<file path="src/rtl/lmk_pkg.sv">
/* Constants and types for the LED matrix controller with key scan.
   Assumes a 100 MHz system clock and a slow serial host on pins. */
// How it works
// (RL1) First byte after frame select falls is a command, later bytes data.
// (RL2) Frame select rising mid-byte resets the receiver, drops partial byte.
// (RL3) Shift clock edges are ignored while frame select is high.
// (RL4) Input bit taken on rising shift clock, least significant bit first.
// (RL5) Open-drain key output changes on each falling shift clock edge.
// (RL6) Key return inputs are captured at the end of each key scan step, not always.
// (RL7) Mode command picks 4/14, 5/13, 6/12 or 7/11; reset is 7/11.
// (RL8) A mode command repeating the current mode does nothing.
// (RL9) After a mode change the display stays off until turned on.
// (RL10) Data setting command is 01xx_xxxx; low four bits reset to zero.
// (RL11) Data setting bit 3 picks normal (0) or test (1) operation.
// (RL12) Data setting bit 2: 0 increments address per byte, 1 fixes it.
// (RL13) Data setting bits 1:0: 00 writes display data, 10 reads keys.
// (RL14) Five key bytes; KEY_RETURN_INPUTS of odd line in bits 0,1, even in 3,4.
// (RL15) Address command loads 4-bit address; 0EH and up drop data.
// (RL16) Two RAM bytes per digit: segments 1-8 then 9-14.
// (RL17) Control command bit 3 turns display on; key scan keeps running.
// (RL18) Control bits 2:0 pick pulse width 1,2,4,10..14 sixteenths.
// (RL19) Reset gives 1/16 width, display off, scanning stopped.
// (RL20) A key scan cycle spans two frames into a 10x2 key store.
// (RL21) Host waits at least 1 us before clocking out key data.
// (RL22) Host sends mode, data, address, up to 14 bytes, then control.
// (RL23) Grids lit one at a time, each only for its pulse width.
package lmk_pkg;
   localparam int unsigned RAM_BYTES  = 14;
   localparam int unsigned KEY_LINES  = 10;
   localparam int unsigned KEY_BITS   = 40;
   localparam int unsigned KEY_STEPS  = 5;
   localparam logic [3:0]  GRID_BASE  = 4'h4;
   localparam logic [1:0]  MODE_RST   = 2'h3;
   localparam logic [3:0]  DSET_RST   = 4'h0;
   localparam logic [3:0]  ADDR_RST   = 4'h0;
   localparam logic [3:0]  ADDR_MAX   = 4'hD;
   localparam logic [2:0]  DIM_RST    = 3'h0;
   localparam logic [1:0]  CMD_MODE   = 2'h0;
   localparam logic [1:0]  CMD_DATA   = 2'h1;
   localparam logic [1:0]  CMD_CTRL   = 2'h2;
   localparam logic [1:0]  CMD_ADDR   = 2'h3;
   localparam logic [1:0]  RW_WRITE   = 2'h0;
   localparam logic [1:0]  RW_READ    = 2'h2;
   localparam int unsigned DSET_TEST  = 3;
   localparam int unsigned DSET_FIX   = 2;
   localparam int unsigned CTRL_ON    = 3;
   localparam logic [4:0]  DIM_TAB [8] = '{5'h01, 5'h02, 5'h04, 5'h0A,
                                          5'h0B, 5'h0C, 5'h0D, 5'h0E};
   localparam logic [15:0] SLOT_DIV_RST = 16'h0040;
   localparam logic [3:0]  REG_CFG    = 4'h0;
   localparam logic [3:0]  REG_STAT   = 4'h4;
   localparam logic [3:0]  REG_KEY0   = 4'h8;
   localparam logic [3:0]  REG_KEY1   = 4'hC;
   typedef struct packed {
      logic       rd;
      logic       scan;
      logic [2:0] dim;
      logic       on;
      logic [3:0] addr;
      logic [3:0] dset;
      logic [1:0] mode;
   } lmk_stat_s;
endpackage : lmk_pkg

</file>
<file path="src/rtl/lmk_link_if.sv">
/* Link between serial front end and command core.
   Assumes both ends run on the same system clock. */
`timescale 1ns/100ps
`default_nettype none
interface lmk_link_if;
   logic                        rx_valid;
   logic                        rx_cmd;
   logic [7:0]                  rx_byte;
   logic                        idle;
   logic                        rd_en;
   logic [lmk_pkg::KEY_BITS-1:0] key_bits;
   modport ser  (output rx_valid, rx_cmd, rx_byte, idle,
                 input  rd_en, key_bits);
   modport core (input  rx_valid, rx_cmd, rx_byte, idle,
                 output rd_en, key_bits);
endinterface : lmk_link_if
`default_nettype wire

</file>
<file path="src/rtl/lmk_serial.sv">
/* Serial front end: synchronises pins, shifts bytes in, keys out.
   Assumes host shift clock far slower than the system clock. */
`timescale 1ns/100ps
`default_nettype none
module lmk_serial (
   input  wire logic  clk_i,
   input  wire logic  reset_n_i,
   input  wire logic  sclk_i,
   input  wire logic  sdi_i,
   input  wire logic  frame_select_n_i,
   output logic       data_oe_o,
   lmk_link_if.ser    lnk
);
   logic [2:0] ck_q;
   logic [1:0] di_q;
   logic [1:0] fs_q;
   logic [7:0] sr_q;
   logic [2:0] bit_q;
   logic       first_q;
   logic       valid_q;
   logic       cmd_q;
   logic [5:0] idx_q;
   logic       rise;
   logic       fall;

   // ****************
   // Synchronisers
   // ****************
   always_ff @(posedge clk_i or negedge reset_n_i) begin
      if (!reset_n_i) begin
         ck_q <= 3'h7;
         di_q <= 2'h0;
         fs_q <= 2'h3;
      end else begin
         ck_q <= {ck_q[1:0], sclk_i};
         di_q <= {di_q[0], sdi_i};
         fs_q <= {fs_q[0], frame_select_n_i};
      end
   end

   assign rise = ck_q[1] & ~ck_q[2];
   assign fall = ~ck_q[1] & ck_q[2];

   // ****************
   // Receiver
   // ****************
   always_ff @(posedge clk_i or negedge reset_n_i) begin
      if (!reset_n_i) begin
         sr_q    <= 8'h00;
         bit_q   <= 3'h0;
         first_q <= 1'b1;
         valid_q <= 1'b0;
         cmd_q   <= 1'b0;
      end else begin
         valid_q <= 1'b0;
         if (fs_q[1]) begin
            bit_q   <= 3'h0; // RL2
            first_q <= 1'b1; // RL1
         end else if (rise) begin // RL3
            sr_q  <= {di_q[1], sr_q[7:1]}; // RL4
            bit_q <= bit_q + 3'h1;
            if (bit_q == 3'h7) begin
               valid_q <= 1'b1;
               cmd_q   <= first_q; // RL1
               first_q <= 1'b0;
            end
         end
      end
   end

   // ****************
   // Key output
   // ****************
   always_ff @(posedge clk_i or negedge reset_n_i) begin
      if (!reset_n_i) begin
         idx_q     <= 6'h00;
         data_oe_o <= 1'b0;
      end else if (fs_q[1] || !lnk.rd_en) begin
         idx_q     <= 6'h00;
         data_oe_o <= 1'b0;
      end else if (fall) begin
         if (idx_q < 6'(lmk_pkg::KEY_BITS)) begin
            data_oe_o <= ~lnk.key_bits[idx_q]; // RL5
            idx_q     <= idx_q + 6'h01;
         end else begin
            data_oe_o <= 1'b0;
         end
      end
   end

   assign lnk.rx_valid = valid_q;
   assign lnk.rx_cmd   = cmd_q;
   assign lnk.rx_byte  = sr_q;
   assign lnk.idle     = fs_q[1];
endmodule : lmk_serial
`default_nettype wire

</file>
<file path="src/rtl/lmk_top.sv">
/* LED matrix controller with key scan: command core, display RAM,
   grid multiplexer, key scanner and Avalon-MM register slave.
   Assumes host pins asynchronous to clk_i; Avalon master on clk_i. */
`timescale 1ns/100ps
`default_nettype none
module lmk_top (
   input  wire logic        clk_i,
   input  wire logic        reset_n_i,
   input  wire logic        sclk_i,
   input  wire logic        sdi_i,
   input  wire logic        frame_select_n_i,
   output logic             data_out_o,
   output logic             data_oe_o,
   input  wire logic [1:0]  key_return_inputs_i,
   output logic [9:0]       segment_key_source_lines_o,
   output logic             segment_line_eleven_o,
   output logic [2:0]       shared_segment_grid_lines_o,
   output logic [3:0]       grid_lines_o,
   input  wire logic [3:0]  avs_address_i,
   input  wire logic        avs_read_i,
   input  wire logic        avs_write_i,
   input  wire logic [3:0]  avs_byteenable_i,
   input  wire logic [31:0] avs_writedata_i,
   output logic [31:0]      avs_readdata_o,
   output logic             avs_waitrequest_o
);
   lmk_link_if lnk ();

   logic [1:0]  mode_q;
   logic [3:0]  dset_q;
   logic [3:0]  addr_q;
   logic        on_q;
   logic [2:0]  dim_q;
   logic        scan_q;
   logic        rd_q;
   logic [7:0]  ram_q [lmk_pkg::RAM_BYTES];
   logic [1:0]  key_q [lmk_pkg::KEY_LINES];
   logic [1:0]  kr1_q;
   logic [1:0]  kr2_q;
   logic [15:0] div_q;
   logic [15:0] unit_q;
   logic [3:0]  sx_q;
   logic [3:0]  step_q;
   logic        par_q;
   logic [3:0]  n_grid;
   logic [3:0]  last_step;
   logic [3:0]  line;
   logic [15:0] div_m1;
   logic        tick;
   logic [13:0] seg_d;
   logic [6:0]  grid_d;
   logic [9:0]  src_d;
   logic [3:0]  ev_idx;
   logic [3:0]  od_idx;
   logic [7:0]  cmd;
   lmk_pkg::lmk_stat_s stat;

   // ****************
   // Serial front end
   // ****************
   lmk_serial u_serial (
      .clk_i            (clk_i),
      .reset_n_i        (reset_n_i),
      .sclk_i           (sclk_i),
      .sdi_i            (sdi_i),
      .frame_select_n_i (frame_select_n_i),
      .data_oe_o        (data_oe_o),
      .lnk              (lnk.ser)
   );

   assign cmd       = lnk.rx_byte;
   assign lnk.rd_en = rd_q;

   // Open-drain line only ever pulls low
   always_ff @(posedge clk_i or negedge reset_n_i) begin
      if (!reset_n_i) begin
         data_out_o <= 1'b0;
      end else begin
         data_out_o <= 1'b0;
      end
   end

   // ****************
   // Command decode
   // ****************
   always_ff @(posedge clk_i or negedge reset_n_i) begin
      if (!reset_n_i) begin
         mode_q <= lmk_pkg::MODE_RST; // RL7
         dset_q <= lmk_pkg::DSET_RST; // RL10
         addr_q <= lmk_pkg::ADDR_RST; // RL15
         on_q   <= 1'b0; // RL19
         dim_q  <= lmk_pkg::DIM_RST; // RL19
         scan_q <= 1'b0; // RL19
         rd_q   <= 1'b0;
      end else begin
         if (lnk.rx_valid && lnk.rx_cmd) begin // RL1
            unique case (cmd[7:6])
               lmk_pkg::CMD_MODE: begin
                  if (cmd[1:0] != mode_q) begin // RL8
                     mode_q <= cmd[1:0]; // RL7
                     on_q   <= 1'b0; // RL9
                  end
               end
               lmk_pkg::CMD_DATA: begin
                  dset_q <= cmd[3:0]; // RL10
                  rd_q   <= (cmd[1:0] == lmk_pkg::RW_READ); // RL13
               end
               lmk_pkg::CMD_CTRL: begin
                  on_q   <= cmd[lmk_pkg::CTRL_ON]; // RL17
                  dim_q  <= cmd[2:0]; // RL18
                  scan_q <= 1'b1; // RL17
               end
               lmk_pkg::CMD_ADDR: begin
                  addr_q <= cmd[3:0]; // RL15
               end
            endcase
         end else if (lnk.rx_valid) begin
            if (dset_q[1:0] == lmk_pkg::RW_WRITE &&
                addr_q <= lmk_pkg::ADDR_MAX &&
                !dset_q[lmk_pkg::DSET_FIX]) begin
               addr_q <= addr_q + 4'h1; // RL12
            end
         end
         if (lnk.idle) begin
            rd_q <= 1'b0;
         end
      end
   end

   // ****************
   // Display RAM
   // ****************
   always_ff @(posedge clk_i) begin
      if (lnk.rx_valid && !lnk.rx_cmd &&
          dset_q[1:0] == lmk_pkg::RW_WRITE &&
          addr_q <= lmk_pkg::ADDR_MAX) begin // RL15
         ram_q[addr_q] <= cmd; // RL16
      end
   end

   // ****************
   // Scan timing
   // ****************
   assign n_grid    = lmk_pkg::GRID_BASE + {2'b00, mode_q}; // RL7
   assign last_step = n_grid + 4'(lmk_pkg::KEY_STEPS - 1);
   assign div_m1    = (div_q == 16'h0000) ? 16'h0000 : div_q - 16'h0001;
   assign tick      = (unit_q >= div_m1);
   assign line      = (step_q - n_grid) + (par_q ? 4'h5 : 4'h0);

   always_ff @(posedge clk_i or negedge reset_n_i) begin
      if (!reset_n_i) begin
         unit_q <= 16'h0000;
         sx_q   <= 4'h0;
         step_q <= 4'h0;
         par_q  <= 1'b0;
      end else begin
         unit_q <= tick ? 16'h0000 : unit_q + 16'h0001;
         if (tick) begin
            sx_q <= sx_q + 4'h1;
            if (sx_q == 4'hF) begin
               if (step_q >= last_step) begin
                  step_q <= 4'h0;
                  par_q  <= ~par_q; // RL20
               end else begin
                  step_q <= step_q + 4'h1;
               end
            end
         end
      end
   end

   // ****************
   // Key store
   // ****************
   always_ff @(posedge clk_i or negedge reset_n_i) begin
      if (!reset_n_i) begin
         kr1_q <= 2'h0;
         kr2_q <= 2'h0;
      end else begin
         kr1_q <= key_return_inputs_i;
         kr2_q <= kr1_q;
      end
   end

   always_ff @(posedge clk_i or negedge reset_n_i) begin
      if (!reset_n_i) begin
         for (int i = 0; i < lmk_pkg::KEY_LINES; i++) begin
            key_q[i] <= 2'h0;
         end
      end else if (scan_q && tick && sx_q == 4'hF &&
                   step_q >= n_grid) begin
         key_q[line] <= kr2_q; // RL6
      end
   end

   for (genvar g = 0; g < lmk_pkg::KEY_STEPS; g++) begin : g_key
      assign lnk.key_bits[8*g +: 8] =
         {3'b000, key_q[2*g+1], 1'b0, key_q[2*g]}; // RL14
   end

   // ****************
   // Segment and grid drive
   // ****************
   assign ev_idx = {step_q[2:0], 1'b0};
   assign od_idx = {step_q[2:0], 1'b1};

   always_comb begin
      seg_d  = 14'h0000;
      grid_d = 7'h00;
      src_d  = 10'h000;
      if (step_q < n_grid) begin
         if (on_q && {1'b0, sx_q} < lmk_pkg::DIM_TAB[dim_q]) begin // RL18
            if (dset_q[lmk_pkg::DSET_TEST]) begin
               seg_d = 14'h3FFF; // RL11
            end else begin
               seg_d = {ram_q[od_idx][5:0], ram_q[ev_idx]}; // RL16
            end
            grid_d[step_q[2:0]] = 1'b1; // RL23
         end
      end else if (scan_q) begin
         src_d[line] = 1'b1; // RL20
      end
   end

   always_ff @(posedge clk_i or negedge reset_n_i) begin
      if (!reset_n_i) begin
         segment_key_source_lines_o  <= 10'h000;
         segment_line_eleven_o       <= 1'b0;
         shared_segment_grid_lines_o <= 3'h0;
         grid_lines_o                <= 4'h0;
      end else begin
         segment_key_source_lines_o <= seg_d[9:0] | src_d;
         segment_line_eleven_o      <= seg_d[10];
         grid_lines_o               <= grid_d[3:0];
         for (int i = 0; i < 3; i++) begin
            if (2'(i) < 2'h3 - mode_q) begin // RL7
               shared_segment_grid_lines_o[i] <= seg_d[11+i];
            end else begin
               shared_segment_grid_lines_o[i] <= grid_d[6-i];
            end
         end
      end
   end

   // ****************
   // Avalon-MM slave
   // ****************
   assign stat = '{rd: rd_q, scan: scan_q, dim: dim_q, on: on_q,
                   addr: addr_q, dset: dset_q, mode: mode_q};

   always_ff @(posedge clk_i or negedge reset_n_i) begin
      if (!reset_n_i) begin
         avs_waitrequest_o <= 1'b1;
         avs_readdata_o    <= 32'h0000_0000;
      end else begin
         avs_waitrequest_o <= 1'b1;
         if ((avs_read_i || avs_write_i) && avs_waitrequest_o) begin
            avs_waitrequest_o <= 1'b0;
            avs_readdata_o    <= 32'h0000_0000;
            if (avs_read_i) begin
               unique case (avs_address_i)
                  lmk_pkg::REG_CFG:
                     avs_readdata_o <= {16'h0000, div_q};
                  lmk_pkg::REG_STAT:
                     avs_readdata_o <= {16'h0000, stat};
                  lmk_pkg::REG_KEY0:
                     avs_readdata_o <= lnk.key_bits[31:0];
                  lmk_pkg::REG_KEY1:
                     avs_readdata_o <= {24'h00_0000,
                                        lnk.key_bits[39:32]};
                  default:
                     avs_readdata_o <= 32'h0000_0000;
               endcase
            end
         end
      end
   end

   always_ff @(posedge clk_i or negedge reset_n_i) begin
      if (!reset_n_i) begin
         div_q <= lmk_pkg::SLOT_DIV_RST;
      end else if (avs_write_i && !avs_waitrequest_o &&
                   avs_address_i == lmk_pkg::REG_CFG) begin
         if (avs_byteenable_i[0]) begin
            div_q[7:0] <= avs_writedata_i[7:0];
         end
         if (avs_byteenable_i[1]) begin
            div_q[15:8] <= avs_writedata_i[15:8];
         end
      end
   end
endmodule : lmk_top
`default_nettype wire

</file>
<file path="config.mk">
export PLATFORM = sky130hd
export DESIGN_NAME = lmk_top
export DESIGN_NICKNAME = d
export VERILOG_FILES = /design/src/rtl/lmk_pkg.sv /design/src/rtl/lmk_link_if.sv /design/src/rtl/lmk_serial.sv /design/src/rtl/lmk_top.sv
export SDC_FILE = /design/constraint.sdc
export NUM_CORES = 1
export LEC_CHECK = 0
export BUFFER_PORTS_ARGS = -buffer_cell sky130_fd_sc_hd__clkbuf_2
export CAP_MARGIN = 20
export CORE_MARGIN = 3
export CORE_UTILIZATION = 56
export CTS_CLUSTER_SIZE = 12
export DETAILED_ROUTE_END_ITERATION = 7
export GPL_ROUTABILITY_DRIVEN = 0
export HOLD_SLACK_MARGIN = 0.06
export PLACE_DENSITY_LB_ADDON = 0.25
export SYNTH_ARGS = -nofsm -noshare
export SYNTH_HDL_FRONTEND = slang
export SYNTH_SLANG_ARGS = --single-unit
export TNS_END_PERCENT = 30
</file>
<file path="constraint.sdc">
create_clock -name clk_i -period 10.6 [get_ports clk_i]
set_input_delay 1.06 -clock clk_i [delete_from_list [all_inputs] [get_ports clk_i]]
set_output_delay 1.06 -clock clk_i [all_outputs]
set_load 0.1 [all_outputs]
</file>
==> results.yml <==
cells_and_area:
  final_cell_mix: "dfrtp_1 (142), edfxtp_1 (98), nand2_1 (75)"
  drive_above_1_share_pct: 21.4
  final_common_cell: "dfrtp_1"
  diodes: 0
  nets: 1085
  final_cell_area_mm2: 0.0129
  syn_to_final_growth_pct: 12.1
yosys:
  synth_ff_type: "dfrtp_1"
  synth_top_area_share_pct: 30.9
  ys_seq_elements: 250
  ys_types: 70
  syn_area_per_cell_um2: 12.4
  synthAdderAreaFrac_pct: 4.63
  synth_top_family_by_area: "simple AND/OR/NAND/NOR gates"
  netlist_top_cells_area: "dfrtp_1 (31%), edfxtp_1 (26%), mux2_2 (5.8%)"
  synthMuxAreaShare_pct: 10.0
  synth_simple_gate_area_share_pct: 11.6
  yosys_warnings: 0
  synth-compound-area-share_pct: 9.30
  synth_xor_area_share_pct: 3.04
  synth_cells: 925
  yosysSeqAreaShare_pct: 58.7
  syn_area_mm2: 0.0115
  synth.largest_area_cell: "dfrtp_1"
  async_reset_ff_share_pct: 60.8
  synth_edf_count: 98
routing:
  vias: 7497
  wirelength_mm: 24.7
  routed_via_density: 5.86
  dr.pass1.iters: 5
  wire_per_inst_um: 19.3
  post-route-drc-count: 0
  first_iter_violations: 610
  drtAntennaViolNets: 0
sta:
  relSlewSlack_pct: 36.9
  setup_viol: 0
  setup-tns-final_ns: 0
  slew_viol_final: 0
  worst_slack_ns: 6.48
  finClkSkew_ns: 0.0105
  hold_viol: 0
  min_period_ns: 4.12
  hold_ws_ns: 0.348
  fmax_mhz: 243
  rsz0062_at_grt: "false"
  fin_crit_sh_pct: 38.9
  worst_slew_pin_slew_ns: 0.943
worst_setup_path:
  start_kind: "register"
  critPathBufInv: 2
  cpLargestDelayFamily: "simple AND/OR/NAND/NOR gates"
  crit_fanout: 24
  rrSetupSlack_ns: 6.48
  r2r-end: "key_q[5]$_DFFE_PN0P_"
  crit_type: "reg2reg"
  setup.worst_path.end_class: "register"
  cp_cell_sequence: "inv_1, ha_1, nand2b_1, nor4_1, nand2_1, or3_1, nor3_1, a21oi_1, ha_1, nand4_1, nor3_2, o311ai_2, nand4_1, buf_4, nand4_1, mux2_2"
  worstPathRequired_ns: 11.01
  worst-r2r-cell-count: 16
  r2r_start: "div_q[0]$_DFFE_PN0P_"
  cpMostUsedCell: "nand4_1"
  slowest_delay_ns: 0.57
  cp_slowest_cell: "nor4_1"
  cp_data_arrival_time_ns: 4.53
clock_tree:
  root_buffer: "clkbuf_16"
  h-tree-depth: 1
  ctsHoldBuffers: 0
  cts_resized: 0
  cts_tree: "done"
  clk_pin_slew_ns: 0.06
  clkSinkCount: 250
  cts_setup_buffers: 0
  cts-buffers-inserted: 26
  clock_path_buffers: 3
  worstSkewPairLatency_ns: 0.53
power_and_ir_drop:
  peakVddDrop_v: 0.000166
  cellLeakagePower_nw: 5.47
  power_density_mw_per_mm2: 180
place:
  dpl_cell_area_mm2: 0.0121
  hpwl_mm: 16.5
  portBuffers: 74
  pre_cts_ws_ns: 6.48
die:
  start_util_pct: 58.0
  num_rows: 51
  io_pins: 102
  dieArea_mm2: 0.0223
  core_area_mm2: 0.0198
  die_w_um: 149
  die_h_um: 149
global_route:
  grt_max_degree: 86
  overflow: 0
  antenna_found_initial: 0
  first_global_vias: 7223
  grt_pass1_wl_mm: 39.1
  grt_usage_pct: 22.3
worst_hold_path:
  min_from: "kr1_q[1]$_DFF_PN0_"
  whs_path_depth: 0
  hp-class: "reg2reg"
  min_to: "kr2_q[1]$_DFF_PN0_"
outcome:
  outcome: "finished clean"
flow_run:
  cap_violations: 0
-- where the power goes --
part           total [W]  switching, W  internal, W
Combinational   0.000270      0.000154     0.000116
Sequential       0.00121      0.000114      0.00110
Clock           0.000842      0.000355     0.000487
Total            0.00232      0.000623      0.00170
-- flip-flops by register name, indices dropped and copies added, names as in the netlist, 3 cells and up --
register / count
addr_q: 4
avs_readdata_o: 24
dim_q: 3
div_q: 16
dset_q: 4
grid_lines_o: 4
key_q: 20
ram_q: 98
segment_key_source_lines_o: 10
shared_segment_grid_lines_o: 3
step_q: 4
sx_q: 4
u_serial.bit_q: 3
u_serial.ck_q: 3
u_serial.idx_q: 6
u_serial.lnk.rx_byte: 8
unit_q: 16
-- cells by family (layout without fill, tap and decap cells) --
| logic type | count (synthesis) | count (layout) |
|---|---|---|
| xor gates and xnor gates | 40 | 40 |
| muxes | 97 | 97 |
| other | 1 | 9 |
| adders and majority gates | 42 | 42 |
| AOI/OAI and AO/OA | 159 | 159 |
| and+or+nand+nor | 268 | 268 |
| DFF | 250 | 250 |
| buffers and inverters | 68 | 149 |
-- worst max path at each step --
stage | end | startpoint | depth (start not counted)
4_1_cts | key_q[4]$_DFFE_PN0P_ | div_q[0]$_DFFE_PN0P_ | 16
5_1_grt | key_q[4]$_DFFE_PN0P_ | div_q[0]$_DFFE_PN0P_ | 16
2_1_floorplan | key_q[16]$_DFFE_PN0P_ | div_q[0]$_DFFE_PN0P_ | 15
3_3_place_gp | key_q[5]$_DFFE_PN0P_ | div_q[0]$_DFFE_PN0P_ | 16
6_report | key_q[5]$_DFFE_PN0P_ | div_q[0]$_DFFE_PN0P_ | 16
3_5_place_dp | key_q[5]$_DFFE_PN0P_ | div_q[0]$_DFFE_PN0P_ | 16
-- area by class of cell --
cell class	instances	area [um^2]
clock buffers	44	762
clock inverters	4	31.3
fillers	1508	6940
inverters	18	67.6
multi-input cells	615	4490
flip-flops and latches	250	6760
well taps	265	332
repair buffers	83	472
-- per-layer routing --
metal / up-vias / track usage (%) / wire [um]
met3: 46 / 4.13 / 1540
met2: 260 / 35.3 / 11700
li1: 3521 / - / -
met4: 0 / 6.09 / 615
met5: - / 0 / 0
met1: 3670 / 32.2 / 10900
-- metrics by stage --
| stage | cells | utilization, % | power [W] |
|---|---|---|---|
| 3_3_place_gp | 1227 | 60.8 | 0.00149 |
| 6_report | 1279 | 65.1 | 0.00232 |
| 2_1_floorplan | 933 | - | 0.00140 |
| 4_1_cts | 1275 | 64.8 | 0.00233 |
| 5_1_grt | 1279 | 65.1 | 0.00243 |
| 3_5_place_dp | 1227 | 60.8 | 0.00150 |
-- cells in the mapped netlist (all sizes together) (15+ instances only) --
master and n:
nor2 75, nor3 27, mux2i 27, dfrtp 142, xnor2 17, xor2 23
nand2 75, o21ai 39, mux2 62, ha 41, a22o 15, nand3 19
a21oi 41, buf 25, clkbuf 25, edfxtp 98, a22oi 16, inv 17
Power figures use the tool's default switching activity.
